[config.mk]
export PLATFORM = sky130hd
export DESIGN_NAME = asfo_core
export DESIGN_NICKNAME = d
export VERILOG_FILES = /design/src/rtl/asfo_fifo.v /design/src/rtl/asfo_core.v
export VERILOG_INCLUDE_DIRS = /design/src /design/src/rtl
export SDC_FILE = /design/constraint.sdc
export NUM_CORES = 1
export LEC_CHECK = 0
export ABC_AREA = 0
export BUFFER_PORTS_ARGS = -buffer_cell sky130_fd_sc_hd__buf_4
export CAP_MARGIN = 20
export CELL_PAD_IN_SITES_DETAIL_PLACEMENT = 1
export CELL_PAD_IN_SITES_GLOBAL_PLACEMENT = 1
export CORE_UTILIZATION = 41
export DETAILED_ROUTE_END_ITERATION = 10
export GPL_ROUTABILITY_DRIVEN = 0
export PLACE_DENSITY = 0.63
export RECOVER_POWER = 25
export SYNTH_ARGS = -nofsm -noshare
export SYNTH_HDL_FRONTEND = slang
export SYNTH_SLANG_ARGS = --single-unit
[constraint.sdc]
create_clock -name sys_clk -period 4.34 [get_ports sys_clk]
set_input_delay 0.868 -clock sys_clk [delete_from_list [all_inputs] [get_ports sys_clk]]
set_output_delay 0.868 -clock sys_clk [all_outputs]
set_load 0.02 [all_outputs]
[src/rtl/asfo_regs.vh]
// Purpose: Register offsets, fields and reset values of the sample buffer block
// Assumes: Byte-wide register port inside the device
// Notes:   Definitions only
`ifndef ASFO_REGS_VH
`define ASFO_REGS_VH
`define ASFO_ADDR_STATUS   8'h00
`define ASFO_ADDR_XH       8'h01
`define ASFO_ADDR_XL       8'h02
`define ASFO_ADDR_YH       8'h03
`define ASFO_ADDR_YL       8'h04
`define ASFO_ADDR_ZH       8'h05
`define ASFO_ADDR_ZL       8'h06
`define ASFO_ADDR_FSTAT    8'h08
`define ASFO_ADDR_SETUP    8'h09
`define ASFO_ADDR_CFG      8'h0e
`define ASFO_MODE_OFF      2'b00
`define ASFO_MODE_CIRC     2'b01
`define ASFO_MODE_STOP     2'b10
`define ASFO_MODE_TRIG     2'b11
`define ASFO_SETUP_RESET   8'h00
`define ASFO_CFG_RESET     8'h00
`define ASFO_CFG_HPF_BIT   4
`define ASFO_FS_RSVD       2'b11
`define ASFO_DEPTH         32
`endif

[src/rtl/asfo_fifo.v]
// Purpose: Small valid/ready FIFO in the sample path
// Assumes: One clock, synchronous active-low reset
// Notes:   Flush empties it in one cycle
`timescale 1ns/1ps
module asfo_fifo #(
  parameter WIDTH = 42,
  parameter DEPTH = 4,
  parameter AW    = 2
) (
  input  wire             sys_clk,
  input  wire             rst_n,
  input  wire             flush,
  input  wire [WIDTH-1:0] in_data,
  input  wire             in_valid,
  output wire             in_ready,
  output wire [WIDTH-1:0] out_data,
  output wire             out_valid,
  input  wire             out_ready
);
  reg [WIDTH-1:0] mem [0:DEPTH-1];
  reg [AW-1:0]    wr_ptr;
  reg [AW-1:0]    rd_ptr;
  reg [AW:0]      count;
  wire            do_wr;
  wire            do_rd;
  assign in_ready  = (count != DEPTH[AW:0]);
  assign out_valid = (count != {(AW+1){1'b0}});
  assign out_data  = mem[rd_ptr];
  assign do_wr     = in_valid & in_ready;
  assign do_rd     = out_valid & out_ready;
  always @(posedge sys_clk) begin
    if (do_wr) begin
      mem[wr_ptr] <= in_data;
    end
  end
  always @(posedge sys_clk) begin
    if (!rst_n || flush) begin
      wr_ptr <= {AW{1'b0}};
      rd_ptr <= {AW{1'b0}};
      count  <= {(AW+1){1'b0}};
    end else begin
      if (do_wr) begin
        wr_ptr <= wr_ptr + 1'b1;
      end
      if (do_rd) begin
        rd_ptr <= rd_ptr + 1'b1;
      end
      if (do_wr && !do_rd) begin
        count <= count + 1'b1;
      end else if (do_rd && !do_wr) begin
        count <= count - 1'b1;
      end
    end
  end
endmodule // asfo_fifo

[src/rtl/asfo_core.v]
// Purpose: Axis output registers, 32-sample buffer, buffer setup and data config
// Assumes: Byte register port driven by the serial interface logic on sys_clk
// Notes:   Samples arrive as 14-bit triples with a strobe at the selected rate
`timescale 1ns/1ps
`include "asfo_regs.vh"
module asfo_core #(
  parameter DEPTH = 32,
  parameter CW    = 6
) (
  input  wire        sys_clk,
  input  wire        rst_n,
  input  wire        sample_valid,
  output wire        sample_ready,
  input  wire [13:0] raw_x,
  input  wire [13:0] raw_y,
  input  wire [13:0] raw_z,
  input  wire [13:0] hpf_x,
  input  wire [13:0] hpf_y,
  input  wire [13:0] hpf_z,
  input  wire        fast_read,
  input  wire        rate_change,
  input  wire        go_active,
  input  wire        sleep_enter,
  input  wire        sleep_gate,
  input  wire        trigger_in,
  input  wire        reg_rd,
  input  wire        reg_burst,
  input  wire        reg_wr,
  input  wire [7:0]  reg_addr,
  input  wire [7:0]  reg_wdata,
  output reg  [7:0]  reg_rdata,
  output reg  [7:0]  next_addr,
  output reg  [1:0]  full_scale_select,
  output reg         hpf_select,
  output reg         gate_error,
  output reg         data_ready_status
);
  reg  [41:0]   mem [0:DEPTH-1];
  reg  [4:0]    head;
  reg  [CW:0]   count;
  reg  [1:0]    mode;
  reg  [5:0]    wmark;
  reg           ovf;
  reg           wm_flag;
  reg           triggered;
  reg           frozen;
  reg  [41:0]   current;
  reg  [7:0]    next_rdata;
  reg  [7:0]    next_inc;
  wire [41:0]   in_word;
  wire          in_ok;
  wire [41:0]   fifo_out;
  wire          fifo_valid;
  wire          take;
  wire          buf_on;
  wire          pop;
  wire          flush;
  wire          stage_flush;
  wire          full;
  wire          mode_wr;
  wire [4:0]    tail;
  wire [41:0]   head_word;
  wire [CW:0]   count_after;

  assign in_word = hpf_select ? {hpf_x, hpf_y, hpf_z} : {raw_x, raw_y, raw_z};

  // Staging FIFO between acquisition and sample store
  asfo_fifo #(.WIDTH(42), .DEPTH(4), .AW(2)) u_stage (
    .sys_clk   (sys_clk),
    .rst_n     (rst_n),
    .flush     (stage_flush),
    .in_data   (in_word),
    .in_valid  (sample_valid),
    .in_ready  (sample_ready),
    .out_data  (fifo_out),
    .out_valid (fifo_valid),
    .out_ready (in_ok)
  );

  assign buf_on    = (mode != `ASFO_MODE_OFF);
  assign mode_wr   = reg_wr && (reg_addr == `ASFO_ADDR_SETUP);
  assign full      = (count == DEPTH[CW:0]);
  assign tail      = head + count[4:0];
  assign head_word = mem[head];
  assign pop       = reg_rd && buf_on && (reg_addr == `ASFO_ADDR_XH) && (count != 0);
  // Stop mode and post-trigger refuse new samples once full
  assign in_ok = !frozen && !(full && ((mode == `ASFO_MODE_STOP) ||
                 ((mode == `ASFO_MODE_TRIG) && triggered)));
  assign take  = fifo_valid && in_ok;
  assign flush = !buf_on || rate_change || go_active ||
                 (mode_wr && reg_wdata[7:6] == `ASFO_MODE_OFF);
  // Staging keeps flowing while the buffer is off so current samples still land
  assign stage_flush = rate_change || go_active;
  // Overwrite in circular mode pops implicitly
  assign count_after = (take && !(full && buf_on) && !pop) ? count + 1'b1 :
                       (pop && !take) ? count - 1'b1 : count;

  always @(posedge sys_clk) begin
    if (take && buf_on) begin
      mem[tail] <= fifo_out;
    end
  end

  always @(posedge sys_clk) begin
    if (!rst_n) begin
      mode              <= `ASFO_MODE_OFF;
      wmark             <= 6'h00;
      full_scale_select <= 2'h0;
      hpf_select        <= 1'b0;
      head              <= 5'h00;
      count             <= {(CW+1){1'b0}};
      ovf               <= 1'b0;
      wm_flag           <= 1'b0;
      triggered         <= 1'b0;
      frozen            <= 1'b0;
      gate_error        <= 1'b0;
      current           <= 42'h0;
      data_ready_status <= 1'b0;
    end else begin
      if (mode_wr) begin
        mode  <= reg_wdata[7:6];
        wmark <= reg_wdata[5:0];
      end
      if (reg_wr && reg_addr == `ASFO_ADDR_CFG) begin
        hpf_select <= reg_wdata[`ASFO_CFG_HPF_BIT];
        if (reg_wdata[1:0] != `ASFO_FS_RSVD) begin
          full_scale_select <= reg_wdata[1:0];
        end
      end
      if (take) begin
        current           <= fifo_out;
        data_ready_status <= 1'b1;
      end else if (reg_rd && reg_addr == `ASFO_ADDR_ZL) begin
        data_ready_status <= 1'b0;
      end
      if (sleep_enter && sleep_gate && buf_on) begin
        frozen     <= 1'b1;
        gate_error <= 1'b1;
      end else if (frozen && count == 0) begin
        frozen     <= 1'b0;
        gate_error <= 1'b0;
      end
      if (flush) begin
        head      <= 5'h00;
        count     <= {(CW+1){1'b0}};
        ovf       <= 1'b0;
        wm_flag   <= 1'b0;
        triggered <= 1'b0;
      end else begin
        if (take && full && !pop) begin
          head <= head + 1'b1;
        end else if (pop) begin
          head <= head + 1'b1;
        end
        count <= count_after;
        if (mode == `ASFO_MODE_TRIG && trigger_in) begin
          triggered <= 1'b1;
        end
        ovf     <= (count_after == DEPTH[CW:0]);
        wm_flag <= (wmark != 6'h00) && (count_after >= {1'b0, wmark});
      end
    end
  end

  always @* begin
    next_rdata = 8'h00;
    next_inc   = reg_addr + 8'h01;
    if (reg_addr == `ASFO_ADDR_STATUS) begin
      next_rdata = {7'h00, data_ready_status};
    end else if (reg_addr == `ASFO_ADDR_XH) begin
      next_rdata = buf_on ? head_word[41:34] : current[41:34];
    end else if (reg_addr == `ASFO_ADDR_XL) begin
      next_rdata = buf_on ? 8'h00 : {current[33:28], 2'b00};
    end else if (reg_addr == `ASFO_ADDR_YH) begin
      next_rdata = buf_on ? 8'h00 : current[27:20];
    end else if (reg_addr == `ASFO_ADDR_YL) begin
      next_rdata = buf_on ? 8'h00 : {current[19:14], 2'b00};
    end else if (reg_addr == `ASFO_ADDR_ZH) begin
      next_rdata = buf_on ? 8'h00 : current[13:6];
    end else if (reg_addr == `ASFO_ADDR_ZL) begin
      next_rdata = buf_on ? 8'h00 : {current[5:0], 2'b00};
    end else if (reg_addr == `ASFO_ADDR_FSTAT) begin
      next_rdata = {ovf, wm_flag, count[5:0]};
    end else if (reg_addr == `ASFO_ADDR_SETUP) begin
      next_rdata = {mode, wmark};
    end else if (reg_addr == `ASFO_ADDR_CFG) begin
      next_rdata = {3'h0, hpf_select, 2'h0, full_scale_select};
    end
    // Buffer head stays at 0x01; each read there while samples are stored pops one whole sample and returns its X high byte
    if (buf_on && reg_addr == `ASFO_ADDR_XH) begin
      next_inc = `ASFO_ADDR_XH;
    end else if (fast_read && reg_addr == `ASFO_ADDR_XH) begin
      next_inc = `ASFO_ADDR_YH;
    end else if (fast_read && reg_addr == `ASFO_ADDR_YH) begin
      next_inc = `ASFO_ADDR_ZH;
    end else if (reg_addr == `ASFO_ADDR_ZL || (fast_read && reg_addr == `ASFO_ADDR_ZH)) begin
      next_inc = `ASFO_ADDR_STATUS;
    end
  end

  always @(posedge sys_clk) begin
    if (!rst_n) begin
      reg_rdata <= 8'h00;
      next_addr <= 8'h00;
    end else if (reg_rd) begin
      reg_rdata <= next_rdata;
      next_addr <= reg_burst ? next_inc : reg_addr;
    end
  end
endmodule // asfo_core

==> flow_metrics.env <==
export IMPL_cts_root_buffer="clkbuf_16"
export IMPL_path_clk_slew_ps=60
export IMPL_antenna_found_initial=2
export IMPL_endpoint_kind="register"
export IMPL_crit_fanout=6
export IMPL_yosys_warnings=0
export IMPL_start_util=0.419
export IMPL_drc=0
export IMPL_htree_levels=2
export IMPL_placement_io_buffers=133
export IMPL_insertion_delay_ps=600
export IMPL_grtUsageTotal=0.205
export IMPL_firstDrtPassIters=5
export IMPL_post_cts_buffers=0
export IMPL_viasPerCell=5.52
export IMPL_r2r_end="wm_flag"
export IMPL_cts_buffer_depth=3
export IMPL_fin_area_um2=25500
export IMPL_timing_fmax_ghz=0.262
export IMPL_cts_sinks=524
export IMPL_setup_viol=0
export IMPL_critPathArrivalTime_ps=4280
export IMPL_stdcell_count=2250
export IMPL_grt_max_degree=68
export IMPL_num_fill_cells=5027
export IMPL_detailed_place_hpwl_um=36400
export IMPL_first_iter_violations=830
export IMPL_cp_required_ps=4810
export IMPL_ys_flop_type="edfxtp_1"
export IMPL_r2r_cells=16
export IMPL_yosysUniqueCellTypes=67
export IMPL_rsz0062_at_grt="false"
export IMPL_whs_path_depth=2
export IMPL_synth_edf_count=424
export IMPL_fin_nets=1660
export IMPL_p_total_mw=10.6
export IMPL_placed_cells=2146
export IMPL_die_y_um=232
export IMPL_ys_seq_area_frac=0.679
export IMPL_slew_headroom=-0.559
export IMPL_rrSetupSlack_ps=530
export IMPL_grt_pass1_vias=12991
export IMPL_synth_commonest_cells="edfxtp_1 (424), nand2_1 (142), mux4_2 (119)"
export IMPL_setup_slack_ps=525
export IMPL_finClkSkew_ps=32.1
export IMPL_core_area_um2=51800
export IMPL_fin_tns_setup_ps=0
export IMPL_cts_tree="yes"
export IMPL_crit_type="register to register"
export IMPL_synth_nets=1477
export IMPL_post_cts_resized=0
export IMPL_die_w_um=232
export IMPL_ctsHoldBuffers=0
export IMPL_routedWlPerCell_um=24.1
export IMPL_cp_start_kind="register"
export IMPL_syn_instance_count=1341
export IMPL_hold_violations=0
export IMPL_pre_cts_slack_ps=203
export IMPL_fin_util=0.492
export IMPL_yosysTopAreaCell="edfxtp_1"
export IMPL_avgSynthCellArea_um2=16.2
export IMPL_ys_ff_latch=524
export IMPL_multiInputGateArea_um2=6610
export IMPL_die_area_um2=53800
export IMPL_p_leak_nw=8.45
export IMPL_fin_crit_ps=3810
export IMPL_yosysTopAreaCellShare=0.587
export IMPL_r2r_start="count[0]"
export IMPL_num_rows=83
export IMPL_pin_count=134
export IMPL_drive_gt1_frac=0.259
export IMPL_whs_ps=469
export IMPL_yosysMostFrequentCell="edfxtp_1"
export IMPL_status="finished, violations left"
export IMPL_dr_total_vias=12419
export IMPL_final_antenna_net_count=0
export IMPL_antenna_cells=0
export IMPL_yosys_top_cells_area="edfxtp_1 (59%), mux4_2 (12%), dfxtp_1 (9.2%)"
export IMPL_max_cap_viol_count=4
export IMPL_p_per_area_nw_per_um2=417
export IMPL_min_path_type="register to register"
export IMPL_slew_viol_final=142
export IMPL_min_delay_start="current[22]"
export IMPL_synthesis_area_um2=21700
export IMPL_areaGrowthSynthToFinish_pct=17.5
export IMPL_place_area_um2=23800
export IMPL_cts_made_buffers=56
export IMPL_fin_crit_sh=0.879
export IMPL_vdd_drop_max_v=0.000444
export IMPL_min_to="current[22]"
export IMPL_tightest_slew_ps=2340
export IMPL_grt_ovfl_total=0
export IMPL_violations="capacitance limit, slew limit"
export IMPL_ys_async_sr_fraction=0
export IMPL_regArea_um2=14700
export IMPL_wl_um=54200
export IMPL_grt_pass1_wl_um=82200
## state kept, by name, indices dropped and copies added, names as in the netlist, named ones only
register and cells:
mode 2, reg_rdata 8, frozen 1, mem 256, u_stage.mem 168, u_stage.wr_ptr 2, next_addr 8, ovf 1
head 5, count 7, full_scale_select 2, hpf_select 1, wm_flag 1, wmark 6, data_ready_status 1, current 42
u_stage.rd_ptr 2, triggered 1, u_stage.count 3
## report_power, final
group	internal, mW	total (mW)	switching (mW)
clock network	2.69	4.62	1.94
logic	0.182	0.462	0.280
registers	5.52	5.55	0.0348
## layer usage
layer  vias to the layer above  GRT usage  part of all wire
met5                         -          0           0.00024
met4                         2     0.0458             0.015
met3                        57     0.0381             0.047
met2                       259      0.326              0.48
met1                      6472      0.293              0.46
li1                       5629          -                 -
## cell families (layout without fill, tap and decap cells)
group | after synthesis | after routing | synth area share
flops | 524 | 524 | 0.679
simple gates | 331 | 331 | 0.0701
mux | 175 | 175 | 0.152
compound gates | 174 | 174 | 0.0589
buf+inv | 91 | 320 | 0.0162
fa+ha+maj | 24 | 24 | 0.0145
xor+xnor | 22 | 22 | 0.00923
## worst max-delay path: stages (launching register included)
cell,delay (ps)
dfxtp_1,400
inv_1,190
ha_1,270
or4b_4,510
nor3_2,430
a2111oi_2,60
buf_4,190
nor2_1,160
xnor2_1,170
ha_1,260
nand2b_1,140
a21o_1,180
a21o_1,170
a21oi_1,160
nor2_1,70
a211oi_1,210
a31oi_1,110
## cell type report
class / count / share of cell area
Clock buffer: 71 / 0.0576
Clock inverter: 33 / 0.0120
Inverter: 22 / 0.00324
Multi-Input combinational cell: 726 / 0.259
Sequential cell: 524 / 0.578
Tap cell: 680 / 0.0334
Timing Repair Buffer: 194 / 0.0564
## layout by cell type (no fill, tap or decap), types with 21 or more instances in the layout
cell type,synthesis,routed
a21boi_0,50,50
inv_1,21,21
mux2_1,0,42
o21ai_0,23,23
ha_1,22,22
buf_4,0,185
nand2_1,142,142
nand3_1,23,23
nor2_1,82,82
clkbuf_16,0,56
mux4_2,119,119
edfxtp_1,424,424
clkbuf_1,46,22
dfxtp_1,100,96
## how the worst max path moves through the flow
stage	startpoint	to	slack, ps	cells after the start
2_1_floorplan	reg_addr[1]	wm_flag	510	14
3_3_place_gp	reg_addr[1]	wm_flag	270	14
3_5_place_dp	reg_addr[1]	wm_flag	200	14
4_1_cts	count[0]	wm_flag	550	16
5_1_grt	count[0]	wm_flag	330	16
6_report	count[0]	wm_flag	530	16
(Power assumes the default switching activity.)
